## config.mk

```make
export PLATFORM = sky130hd
export DESIGN_NAME = dwss_top
export DESIGN_NICKNAME = d
export VERILOG_FILES = /design/src/design/dwss_pkg.sv /design/src/design/dwss_top.sv
export SDC_FILE = /design/constraint.sdc
export NUM_CORES = 1
export LEC_CHECK = 0
export ABC_AREA = 1
export BUFFER_PORTS_ARGS = -buffer_cell sky130_fd_sc_hd__buf_2
export CAP_MARGIN = 30
export CORE_UTILIZATION = 40
export DETAILED_ROUTE_END_ITERATION = 8
export REMOVE_ABC_BUFFERS = 1
export SLEW_MARGIN = 20
export SYNTH_ARGS = -nofsm -noshare
export SYNTH_HDL_FRONTEND = slang
export SYNTH_SLANG_ARGS = --single-unit
```

## constraint.sdc

```tcl
create_clock -name CLK_I -period 3.7 [get_ports CLK_I]
set_input_delay 1.11 -clock CLK_I [delete_from_list [all_inputs] [get_ports CLK_I]]
set_output_delay 1.11 -clock CLK_I [all_outputs]
set_load 0.02 [all_outputs]
```

## src/design/dwss_pkg.sv

```systemverilog
// Constants and carrier types for the write saturation and barrel shifter slice.
// Assumes a single core clock; all requests come from logic on that clock.
//
// How it works
// RQ1 - Saturation alters stored word, never the accumulator
// RQ2 - Rounded 1.15 value plus overflow flags
// RQ3 - Overflow test acts on already rounded data
// RQ4 - Positive overflow stores maximum positive fraction
// RQ5 - Negative overflow stores maximum negative fraction
// RQ6 - Operand sign comes from accumulator bit 39
// RQ7 - Saturation disabled passes rounded value unchanged
// RQ8 - Shift up to sixteen bits in one cycle
// RQ9 - Operand from either accumulator or X bus
// RQ10 - Positive amount right, negative left, zero none
// RQ11 - Forty-bit datapath, forty and sixteen bit results
// RQ12 - X data placed per shift direction
// RQ13 - Arithmetic fills sign, others fill zero
package dwss_pkg;

   // Datapath widths
   localparam int DATA_W       = 16;
   localparam int ACC_W        = 40;
   localparam int AMT_W        = 6;
   localparam int MAG_W        = 5;

   // Saturation limits and sign position
   localparam logic [15:0] SAT_MAX_POS  = 16'h7fff;
   localparam logic [15:0] SAT_MAX_NEG  = 16'h8000;
   localparam int          ACC_SIGN_BIT = 39;

   // Largest shift magnitude taken in one cycle
   localparam logic [4:0]  SHIFT_MAX    = 5'h10;

   // X bus placement in the forty-bit operand
   localparam int XBUS_RIGHT_LSB = 16;
   localparam int XBUS_LEFT_LSB  = 0;

   // Reset values of the output state
   localparam logic [15:0] RST_WR_DATA  = 16'h0000;
   localparam logic [39:0] RST_SHF_RES  = 40'h00_0000_0000;
   localparam logic [15:0] RST_SHF_MCU  = 16'h0000;

   // Shifter operand sources; the fourth code is illegal
   typedef enum logic [1:0] {
      DWSS_SRC_ACC_A = 2'h0,
      DWSS_SRC_ACC_B = 2'h1,
      DWSS_SRC_XBUS  = 2'h2
   } dwss_src_type;

   // Store request from the round logic
   typedef struct packed {
      logic        valid;
      logic [15:0] rnd_value;
      logic [39:0] src_acc;
      logic        acc_ovf;
      logic        rnd_ovf;
   } dwss_sat_req_type;

   // Shift request
   typedef struct packed {
      logic         valid;
      dwss_src_type src_sel;
      logic         arith;
      logic [5:0]   amount;
      logic [39:0]  acc_a;
      logic [39:0]  acc_b;
      logic [15:0]  xbus;
   } dwss_shf_req_type;

   // Whole state of the slice
   typedef struct packed {
      logic        wr_valid;
      logic [15:0] wr_data;
      logic        wr_sat;
      logic        shf_valid;
      logic [39:0] shf_res;
      logic [15:0] shf_mcu;
   } dwss_state_type;

endpackage

```

## src/design/dwss_top.sv

```systemverilog
// Data space write saturation stage and forty-bit single-cycle barrel shifter.
// Assumes the accumulators, round logic and X bus sit on the same clock, so no
// input is synchronised; results appear one clock after the request.
`timescale 1ns/100ps

module dwss_top
(
   input  wire logic                      CLK_I,
   input  wire logic                      RST_N_I,
   input  wire logic                      CE_I,
   input  wire logic                      DATA_WRITE_SATURATION_ENABLE_I,
   input  wire dwss_pkg::dwss_sat_req_type SAT_REQ_I,
   input  wire dwss_pkg::dwss_shf_req_type SHF_REQ_I,
   output wire logic                      WR_VALID_O,
   output wire logic [15:0]               WR_DATA_O,
   output wire logic                      WR_SAT_O,
   output wire logic                      SHF_VALID_O,
   output wire logic [39:0]               SHF_RES_O,
   output wire logic [15:0]               SHF_MCU_O
);

   dwss_pkg::dwss_state_type state_reg;
   dwss_pkg::dwss_state_type state_next;

   // Saturation choice: returns {saturated flag, stored word}
   function automatic logic [16:0] dwss_saturate
   (
      input logic [15:0] value,
      input logic        sign,
      input logic        ovf,
      input logic        enable
   );
      logic [16:0] res;
      res = {1'b0, value};
      if (enable && ovf)
      begin
         res = sign ? {1'b1, dwss_pkg::SAT_MAX_NEG} : {1'b1, dwss_pkg::SAT_MAX_POS};
      end
      return res;
   endfunction

   // Magnitude of a signed amount, clamped to the one-cycle limit
   function automatic logic [4:0] dwss_magnitude
   (
      input logic [5:0] amount
   );
      logic [5:0] mag;
      mag = amount[5] ? (6'h00 - amount) : amount;
      if (mag > {1'b0, dwss_pkg::SHIFT_MAX})
      begin
         mag = {1'b0, dwss_pkg::SHIFT_MAX};
      end
      return mag[4:0];
   endfunction

   // Forty-bit shift; right shifts fill with sign only when arithmetic
   function automatic logic [39:0] dwss_shift
   (
      input logic [39:0] operand,
      input logic [4:0]  mag,
      input logic        right,
      input logic        arith
   );
      logic [39:0] res;
      res = operand;
      if (right && arith)
      begin
         res = 40'($signed(operand) >>> mag); // RQ13
      end
      else if (right)
      begin
         res = operand >> mag; // RQ13
      end
      else
      begin
         res = operand << mag; // RQ13
      end
      return res;
   endfunction

   // Next-state logic for both halves of the slice
   always_comb
   begin
      logic [16:0] sat_pick;
      logic [4:0]  mag;
      logic        right;
      logic        is_xbus;
      logic [39:0] operand;
      logic [39:0] shifted;
      sat_pick   = 17'h0_0000;
      mag        = 5'h00;
      right      = 1'b0;
      is_xbus    = 1'b0;
      operand    = 40'h00_0000_0000;
      shifted    = 40'h00_0000_0000;
      state_next = state_reg;

      // Stored word only; nothing here feeds back to the accumulator
      sat_pick = dwss_saturate(SAT_REQ_I.rnd_value, // RQ2 RQ3
                               SAT_REQ_I.src_acc[dwss_pkg::ACC_SIGN_BIT], // RQ6
                               SAT_REQ_I.acc_ovf | SAT_REQ_I.rnd_ovf, // RQ2
                               DATA_WRITE_SATURATION_ENABLE_I); // RQ7
      state_next.wr_valid = SAT_REQ_I.valid; // RQ1
      if (SAT_REQ_I.valid)
      begin
         state_next.wr_data = sat_pick[15:0]; // RQ4 RQ5
         state_next.wr_sat  = sat_pick[16];
      end

      // Direction from the sign, zero amount leaves the operand as is
      mag     = dwss_magnitude(SHF_REQ_I.amount); // RQ10
      right   = ~SHF_REQ_I.amount[5] && (SHF_REQ_I.amount != 6'h00); // RQ10
      is_xbus = 1'b0;

      // Operand select; X data sits high for right shifts, low otherwise
      unique case (SHF_REQ_I.src_sel)
         dwss_pkg::DWSS_SRC_ACC_A:
         begin
            operand = SHF_REQ_I.acc_a; // RQ9
         end
         dwss_pkg::DWSS_SRC_ACC_B:
         begin
            operand = SHF_REQ_I.acc_b; // RQ9
         end
         dwss_pkg::DWSS_SRC_XBUS:
         begin
            is_xbus = 1'b1;
            if (right)
            begin
               operand = {{8{SHF_REQ_I.arith & SHF_REQ_I.xbus[15]}}, SHF_REQ_I.xbus, 16'h0000}; // RQ12
            end
            else
            begin
               operand = {24'h00_0000, SHF_REQ_I.xbus}; // RQ12
            end
         end
         default:
         begin
            operand = 40'h00_0000_0000; // Illegal source reads as zero
         end
      endcase

      shifted = dwss_shift(operand, mag, right, SHF_REQ_I.arith); // RQ8
      state_next.shf_valid = SHF_REQ_I.valid;
      if (SHF_REQ_I.valid)
      begin
         state_next.shf_res = shifted; // RQ11
         // Sixteen-bit result taken from where the X data was placed
         if (is_xbus && right)
         begin
            state_next.shf_mcu = shifted[dwss_pkg::XBUS_RIGHT_LSB +: dwss_pkg::DATA_W]; // RQ11 RQ12
         end
         else
         begin
            state_next.shf_mcu = shifted[dwss_pkg::XBUS_LEFT_LSB +: dwss_pkg::DATA_W]; // RQ11 RQ12
         end
      end
   end

   // State register; reset wins even with the enable low
   always_ff @(posedge CLK_I)
   begin
      if (!RST_N_I)
      begin
         state_reg.wr_valid  <= 1'b0;
         state_reg.wr_data   <= dwss_pkg::RST_WR_DATA;
         state_reg.wr_sat    <= 1'b0;
         state_reg.shf_valid <= 1'b0;
         state_reg.shf_res   <= dwss_pkg::RST_SHF_RES;
         state_reg.shf_mcu   <= dwss_pkg::RST_SHF_MCU;
      end
      else if (CE_I)
      begin
         state_reg <= state_next;
      end
   end

   // Outputs straight from the state flip-flops
   assign WR_VALID_O  = state_reg.wr_valid;
   assign WR_DATA_O   = state_reg.wr_data;
   assign WR_SAT_O    = state_reg.wr_sat;
   assign SHF_VALID_O = state_reg.shf_valid;
   assign SHF_RES_O   = state_reg.shf_res;
   assign SHF_MCU_O   = state_reg.shf_mcu;
endmodule

```

Word level (Yosys, flattened, before mapping)
Index checks and enable logic that the tools add are counted.
Widths: inputs -> output; s select.

word-level totals
  register bits = 75
  input port bits = 169
  bits in latches = 0
  bits in writable memories = 0
  output and inout bits = 75
  memories kept = 0
  bits in read-only memories = 0
  logic and storage cells = 34

operators by class
  reductions and logical operators = 8
  equality and inequality tests = 2
  shift operators = 3
  mux-type cells = 10
  add/subtract/negate cells = 1
  $mul = 0
  div/mod/pow operators = 0
  $lt $le $gt $ge = 1
  bitwise operators = 3

operators with widths
  operator             number
  $mux 40              3
  $pmux 40 s3          1
  $shl 40x5->40        1
  $shr 40x5->40        1
  $sshr 40x5->40       1
  $mux 16              2
  $mux 17              1
  $gt 6x5->1 const B   1
  $mux 6               1
  $reduce_bool 6->1    1
  $sub 1x6->6 const A  1
  $mux 5               1
  $logic_and 1x1->1    4
  $reduce_and 2->1     2
  $eq 2x1->1 const B   1
  $eq 2x2->1 const B   1
  $logic_not 2->1      1
  $and 1x1->1          1
  $mux 1               1
  $not 1->1            1
  $or 1x1->1           1

Logic depth before layout (Yosys ltp)
Gate-level depths: netlist of the first run.

  word-level depth = 8
  depth in mapped cells = 25
  mapped depth without buffers = 23

Least setup slack after synthesis of the first run
Ideal clock, no wire load.

  path kind = input port to flip-flop
  start point = input port SHF_REQ_I[96] (netlist name)
  end point = register state_reg (netlist bit SHF_RES_O[26])
  setup time = 117 ps
  buffers on the path = 2
  data arrival time = 3140 ps
  slack = 443 ps
  stages = 23
  required time = 3583 ps
  cell sequence = buf_4 > inv_2 > ha_1 > inv_1 > nor2_1 > inv_1 > nor2_1 > nand3_2 > nand2_4 > nand2_4 > buf_4 > nand2_1 > nand3_1 > nand2_1 > nand2_1 > nand2_1 > nand2_1 > nand2_1 > nand2_1 > nand2_1 > nand3_1 > nor3_1 > nor2_1

between the ends
  word-level cells in the longest chain between the ends = 7
  elaborated cells on any way between the ends = 14
  those cells by class = add/sub: 1; order compare: 1; shift: 3; mux: 6; reduce/logical: 3

ends and longest elaborated chain
  what                                                     RTL line                         source
  start: declaration                                       dwss_top.sv:13                   input wire dwss_pkg::dwss_shf_req_type SHF_REQ_I,
  $sub 1x6->6 / $reduce_bool 6->1 (equally long branches)  dwss_top.sv:48, dwss_top.sv:112
  $mux 6 / $logic_and 1x1->1 (equally long branches)       dwss_top.sv:48, dwss_top.sv:112
  $gt 6x5->1 / $mux 40 (equally long branches)             dwss_top.sv:49, dwss_top.sv:128
  $mux 5 / $pmux 40 s3 (equally long branches)             dwss_top.sv:49, dwss_top.sv:116
  $shl 40x5->40 / $shr 40x5->40 (equally long branches)    dwss_top.sv:76, dwss_top.sv:72
  $mux 40                                                  dwss_top.sv:70                   else if (right)
  $mux 40 (*)                                              dwss_top.sv:66                   if (right && arith)
  end signal: assignment                                   dwss_top.sv:174                  state_reg <= state_next;
  end: declaration                                         dwss_top.sv:22                   dwss_pkg::dwss_state_type state_reg;

Every way passes the cells marked *; elsewhere a longest branch is shown, timed or not.
A chain may end at the register's enable or synchronous reset.

Worst setup path after layout of the first run
  start point = input port SHF_REQ_I[96] (netlist name)
  end point = register state_reg (netlist bit SHF_MCU_O[12])

between the ends
  word-level cells in the longest chain between the ends = 8
  elaborated cells on any way between the ends = 16
  those cells by class = add/sub: 1; order compare: 1; shift: 3; mux: 7; reduce/logical: 4

ends and longest elaborated chain
  what                                                     RTL line                         source
  $sub 1x6->6 / $reduce_bool 6->1 (equally long branches)  dwss_top.sv:48, dwss_top.sv:112
  $mux 6 / $logic_and 1x1->1 (equally long branches)       dwss_top.sv:48, dwss_top.sv:112
  $gt 6x5->1 / $mux 40 (equally long branches)             dwss_top.sv:49, dwss_top.sv:128
  $mux 5 / $pmux 40 s3 (equally long branches)             dwss_top.sv:49, dwss_top.sv:116
  $shl 40x5->40 / $shr 40x5->40 (equally long branches)    dwss_top.sv:76, dwss_top.sv:72
  $mux 40                                                  dwss_top.sv:70
  $mux 40                                                  dwss_top.sv:66
  $mux 16 (*)                                              dwss_top.sv:149                  if (is_xbus && right)

Marks and branches as above.

==> flow_metrics.tcl, run 1 <==
set metrics [dict create \
    status "complete, no violations" \
    gp_congestion 0.9615 \
    dp_hpwl_mm 28.49 \
    grt.total_usage 0.3455 \
    worstSetupPathType "input pin to register" \
    clkLatencyLatePin_ns 0.35 \
    ant_nets 0 \
    coreArea_mm2 0.02023 \
    tightest_slew_ns 0.5096 \
    syn-mean-instance-area_um2 5.452 \
    synth-async-reset-ratio 0 \
    hold_viol 0 \
    grt_max_degree 74 \
    syn_inst 1510 \
    n_fill_cell 2226 \
    leakage_nw 5.232 \
    syn2layout_area_growth_pct 26.03 \
    syn-cell-area_mm2 0.008233 \
    port-buffer-count 204 \
    clk_path_buf_depth 2 \
    cts_buffers 9 \
    layout_min_cycle_time_ns 3.435 \
    initial_core_util 0.4069 \
    placed_area_mm2 0.01008 \
    antenna_found_initial 0 \
    die_w_um 145.5 \
    std_cell_rows 52 \
    start_kind "input pin" \
    yosys.area.top_type "nand3_1" \
    finalSetupViolations 0 \
    viasPerCell 5.769 \
    power_density_mw_per_mm2 345.9 \
    ys_seq_elements 75 \
    grt_pass1_vias 10603 \
    pin_count 244 \
    max_freq_mhz 291.1 \
    synth.area.top_cells "nand3_1 (26%), nand2_1 (23%), dfxtp_1 (18%)" \
    crit_chain "buf_2 -> inv_2 -> ha_1 -> inv_1 -> nor2_1 -> inv_1 -> nor2_1 -> nand3_2 -> nand2_4 -> nand2_4 -> buf_4 -> nand2_1 -> nand3_1 -> nand3_1 -> nand2_1 -> o211ai_1 -> nand4_1 -> nand3_1 -> a21oi_1" \
    drive_gt1_frac 0.2112 \
    grt-ovfl-total 0 \
    ys_seq_area_frac 0.1824 \
    maxSlewViolCount 0 \
    cts_tree "built" \
    grt_pass1_wl_mm 57.65 \
    rsz0062_at_grt "false" \
    relSlewSlack 0.6567 \
    finalCritPeriodShare 0.9283 \
    cts_root_buffer "clkbuf_16" \
    diodes 0 \
    final_design_area_no_fill_mm2 0.01038 \
    dr.pass1.iters 6 \
    drv_cap 0 \
    clkTransAtPathRegs_ns 0.07 \
    clock_sinks 75 \
    rr_worst_depth 2 \
    fin_hold_ws_ns 0.4630 \
    ctsHoldBuffers 0 \
    routedWlPerCell_um 18.44 \
    synth_edf_count 0 \
    h-tree-depth 3 \
    die_y_um 145.5 \
    critPathCaptureType "register" \
    yosys_most_used_dff "dfxtp_1" \
    finalWirelength_mm 36.93 \
    hold_depth 2 \
    yosysWarnings 0 \
    synth_cell_type_count 42 \
    clock-skew-final_ns 0 \
    dieArea_mm2 0.02116 \
    min_path_type "register to register" \
    slowest_delay_ns 0.27 \
    cp_slowest_cell "o211ai_1" \
    drt_iter0_drc 1414 \
    worstPathRequired_ns 3.93 \
    ir_drop_mv 0.2328 \
    arrival_ns 3.67 \
    synth_top_area_frac 0.2553 \
    nNetsFinal 1898 \
    via_count 11556 \
    crit_fanout 8 \
    drcViolationCount 0 \
    cpMostUsedCell "nand3_1" \
]
## metal layers
layer,track usage,wire length (um),up-vias
li1,-,-,5631
met1,0.4599,15910,5296
met2,0.5613,16800,551
met3,0.05204,2909,78
met4,0.1332,1307,0
met5,0,0,-
## layout by cell type, fill, tap and decap left out, types with 2 or more instances in the layout
master	Yosys	final
a21oi_1	90	89
a31oi_1	8	8
o21ai_1	17	17
inv_8	0	2
nand2_4	5	5
nand2_2	3	4
inv_6	0	2
nand3_1	420	420
o31ai_1	2	2
clkbuf_16	0	9
o22ai_1	4	4
nand2_1	495	494
inv_1	55	54
nand3b_1	3	3
o211ai_1	25	25
nor3_1	2	2
clkinv_4	0	2
a211oi_1	2	2
nor2_1	41	40
clkinv_1	3	3
o21ai_2	2	2
o21ai_0	81	81
dfxtp_1	75	75
nand3_2	5	5
buf_12	0	16
buf_2	30	204
nand4_1	29	29
a41oi_1	5	5
buf_4	14	99
inv_2	5	6
o21a_1	6	6
nor2_2	3	4
## cells in the mapped netlist (all sizes together), types with 8 or more instances
cell,number
nand2,503
nand3,425
o21ai,100
a21oi,90
dfxtp,75
buf,63
inv,61
clkbuf,49
nor2,45
nand4,29
o211ai,25
a31oi,8
## registers in the layout (all words and copies together), names as in the netlist
register / flops
SHF_MCU_O: 16
SHF_RES_O: 40
SHF_VALID_O: 1
WR_DATA_O: 16
WR_SAT_O: 1
WR_VALID_O: 1
## path summary, 6_finish.rpt
path | end | start | slack [ns]
setup reg to reg | SHF_RES_O[14] | SHF_RES_O[14] | 2.98
setup / recovery | SHF_MCU_O[12] | SHF_REQ_I[96] | 0.27
hold / removal | SHF_MCU_O[1] | SHF_MCU_O[1] | 0.46
hold reg to reg | SHF_MCU_O[1] | SHF_MCU_O[1] | 0.46
## metrics by stage
stage / power [mW] / util / cells / TNS [ns] / setup WS, ns
floorplan: 1.943 / - / 1398 / -29.76 / -0.6884
global placement: 2.689 / 0.4983 / 1987 / -0.03297 / -0.01868
detailed placement: 2.697 / 0.4983 / 1987 / -0.3318 / -0.08335
CTS: 3.574 / 0.5127 / 2003 / 0 / 0.2769
global route: 3.814 / 0.5128 / 2003 / 0 / 0.03088
finish: 3.589 / 0.5128 / 2003 / 0 / 0.2652
## final cells by class
class,count,area (um2),share of cell area
clock inverters,7,65.06,0.006270
well taps,270,337.8,0.03256
clock buffers,9,225.2,0.02171
repair buffers,319,2085,0.2009
multi-input cells,1259,5919,0.5705
flip-flops and latches,75,1501,0.1447
inverters,64,242.7,0.02339
## cell families after synthesis
family,share of synthesized area
adders and majority gates,0.001520
buffers and inverters,0.09970
AOI/OAI and AO/OA,0.1693
xor gates and xnor gates,0.001064
DFF,0.1824
and+or+nand+nor,0.5460
## power by group
group	switching [mW]	internal [mW]	leakage [nW]	total [mW]
Sequential	0.0242	0.863	0.616	0.887
Combinational	1.19	0.644	4.48	1.84
Clock	0.396	0.470	0.140	0.867
Total	1.61	1.98	5.23	3.59
## worst max-delay path, delay by kind of cell
family	cells	cell delay, ns
compound gates	2	0.34
fa+ha+maj	1	0.16
buf+inv	5	0.49
simple gates	11	1.55
## repair_timing
item,4_1_cts,5_1_grt
resized for setup,0,1
endpoints found under the setup margin,0,4
buffers inserted,0,0
No activity file was read; power rests on OpenSTA's default activity.
==> run 2: changes to the inputs <==
--- a/config.mk
+++ b/config.mk
@@ -5,7 +5,6 @@
 export SDC_FILE = /design/constraint.sdc
 export NUM_CORES = 1
 export LEC_CHECK = 0
-export ABC_AREA = 1
 export BUFFER_PORTS_ARGS = -buffer_cell sky130_fd_sc_hd__buf_2
 export CAP_MARGIN = 30
 export CORE_UTILIZATION = 40
==> run 2 against run 1 <==
The flow now finishes with violations (negative setup slack). Clock skew unchanged. Synthesized cell count shrank 22%. Non-clock buffer count rose by 309.
==> flow_metrics.tcl, run 2 <==
set metrics [dict create \
    cts_root_buffer "clkbuf_16" \
    routedWlPerCell_um 23.29 \
    dieArea_mm2 0.02302 \
    nNetsFinal 1879 \
    grt-ovfl-total 0 \
    synth_top_area_frac 0.1675 \
    whs_endpoint "SHF_RES_O[23]" \
    ir_drop_mv 0.2252 \
    yosysWarnings 0 \
    violations "negative setup slack" \
    crit_fanout 4 \
    std_cell_rows 54 \
    pin_count 244 \
    synth_edf_count 0 \
    cts_buffers 9 \
    yosys_most_used_dff "dfxtp_1" \
    clock-skew-final_ns 0 \
    rr_worst_depth 4 \
    die_w_um 151.7 \
    grt_pass1_vias 11424 \
    critPathCaptureType "register" \
    clkLatencyLatePin_ns 0.35 \
    power.share.clock 0.191 \
    start_kind "input pin" \
    via_count 12424 \
    r2r_start "SHF_RES_O[18]" \
    final_design_area_no_fill_mm2 0.01459 \
    syn2layout_area_growth_pct 62.77 \
    tns_ns -0.6705 \
    largest_reg_flops 40 \
    syn-cell-area_mm2 0.008966 \
    tightest_slew_ns 0.7684 \
    finalSetupViolations 15 \
    hold_viol 0 \
    ys_seq_area_frac 0.1675 \
    r2r_end "SHF_RES_O[18]" \
    grt.total_usage 0.3897 \
    antenna_found_initial 0 \
    syn_inst 1179 \
    clkTransAtPathRegs_ns 0.06 \
    drive_gt1_frac 0.4977 \
    max_freq_mhz 260.9 \
    worstPathRequired_ns 3.93 \
    grt_max_degree 34 \
    yosysMostFrequentCell "nand2_1" \
    drt_iter0_drc 1219 \
    dp_hpwl_mm 36.22 \
    layout_min_cycle_time_ns 3.833 \
    finalWirelength_mm 46.44 \
    clock_sinks 75 \
    drv_cap 0 \
    die_y_um 151.7 \
    coreArea_mm2 0.02189 \
    p_int_mw 2.628 \
    finalCritPeriodShare 1.036 \
    hold_start "SHF_RES_O[23]" \
    clk_path_buf_depth 2 \
    layout_common_cells "buf_4 (383), buf_2 (202), nand2_1 (126), nor2_1 (84), o21ai_0 (84)" \
    rrSetupSlack_ns 2.43 \
    cts_tree "built" \
    relSlewSlack 0.4877 \
    synth_commonest_cells "nand2_1 (129), mux2i_1 (119), o21ai_0 (98), nor2_1 (92), dfxtp_1 (75)" \
    power_density_mw_per_mm2 309.7 \
    gp_congestion 1.039 \
    status "finished with violations" \
    hold_depth 2 \
    min_path_type "register to register" \
    h-tree-depth 3 \
    syn-mean-instance-area_um2 7.605 \
    grt_pass1_wl_mm 67.03 \
    ant_nets 0 \
    synth_cell_type_count 89 \
    port-buffer-count 204 \
    synth-async-reset-ratio 0 \
    maxSlewViolCount 0 \
    drcViolationCount 0 \
    n_fill_cell 1864 \
    diodes 0 \
    pwr-share-seq 0.196 \
    initial_core_util 0.4096 \
    leakage_nw 6.518 \
    setup_ws_ns -0.1330 \
    viasPerCell 6.231 \
    ys_seq_elements 75 \
    yosys.area.top_type "dfxtp_1" \
    final_common_cell "buf_4" \
    rsz0062_at_grt "true" \
    synth.area.top_cells "dfxtp_1 (17%), mux2i_1 (13%), mux4_2 (5.5%)" \
    swShare 0.4185 \
    dr.pass1.iters 7 \
    switchingPower_mw 1.892 \
    comb_power_share 0.613 \
    placed_area_mm2 0.01280 \
    worstSetupPathType "input pin to register" \
    arrival_ns 4.06 \
]
run 2: kinds of logic after synthesis:
logic type      synth area share
compound gates            0.3529
xor+xnor                0.003769
simple gates              0.1834
mux                       0.2283
buf+inv                  0.06280
fa+ha+maj               0.001395
flops                     0.1675
run 2: worst max path at each step:
stage / end / startpoint / cells past startpoint / slack (ns)
final: SHF_MCU_O[14] / SHF_REQ_I[96] / 14 / -0.13
after global routing: SHF_MCU_O[14] / SHF_REQ_I[96] / 13 / -0.21
after CTS: SHF_MCU_O[14] / SHF_REQ_I[96] / 13 / -0.14
after detailed placement: SHF_RES_O[33] / SHF_REQ_I[97] / 16 / -0.81
after global placement: SHF_RES_O[33] / SHF_REQ_I[97] / 16 / -0.79
after floorplan: SHF_MCU_O[15] / SHF_REQ_I[97] / 11 / -1.90
run 2: critical path, stage by stage:
cell,delay (ns)
buf_8,0.10
inv_4,0.05
ha_4,0.14
buf_4,0.11
nor2b_4,0.18
buf_6,0.12
o21ai_4,0.06
nor2_4,0.22
mux4_2,0.60
a211oi_2,0.34
a211oi_2,0.13
a2111oi_4,0.45
nand2_1,0.13
a221o_1,0.32
run 2: layer usage:
metal / routed length (um) / GRT usage / part of all wire / vias up
li1: - / - / - / 5640
met1: 19030 / 0.5123 / 0.41 / 5875
met2: 20770 / 0.6145 / 0.45 / 757
met3: 4393 / 0.07874 / 0.095 / 152
met4: 2245 / 0.1678 / 0.048 / 0
met5: 0 / 0 / 0 / -
run 2: power groups by stage:
stage	combinational [mW]	sequential (mW)	clock [mW]
2_1_floorplan	1.03	0.969	0
3_3_place_gp	2.26	0.902	0
3_5_place_dp	2.28	0.904	0
4_1_cts	2.47	0.886	0.868
5_1_grt	2.89	0.893	0.899
6_report	2.77	0.886	0.863
run 2: layout make-up:
class / instances / area (um2) / area share
Multi-Input combinational cell: 992 / 7816 / 0.5356
Timing Repair Buffer: 628 / 4618 / 0.3164
Sequential cell: 75 / 1501 / 0.1029
Tap cell: 280 / 350.3 / 0.02401
Clock buffer: 9 / 225.2 / 0.01543
Clock inverter: 7 / 66.31 / 0.004544
Inverter: 3 / 16.27 / 0.001115
run 2: metrics by stage:
| stage | cells | utilization | setup WS, ns | power (mW) | hold slack, ns |
|---|---|---|---|---|---|
| global placement | 1936 | 0.5849 | -0.7901 | 3.166 | 0.4347 |
| CTS | 1975 | 0.6309 | -0.1388 | 4.222 | 0.4536 |
| detailed placement | 1936 | 0.5849 | -0.8106 | 3.180 | 0.4400 |
| global route | 1994 | 0.6667 | -0.2070 | 4.683 | 0.4791 |
| floorplan | 1070 | - | -1.902 | 1.999 | 0.5237 |
| finish | 1994 | 0.6667 | -0.1330 | 4.520 | 0.4479 |
run 2: timing repair:
item,CTS,global route
pin swaps,34,49
hold buffers,0,0
resized for setup,100,139
setup endpoints to repair,50,55
buffers inserted,20,19
cloned,4,3
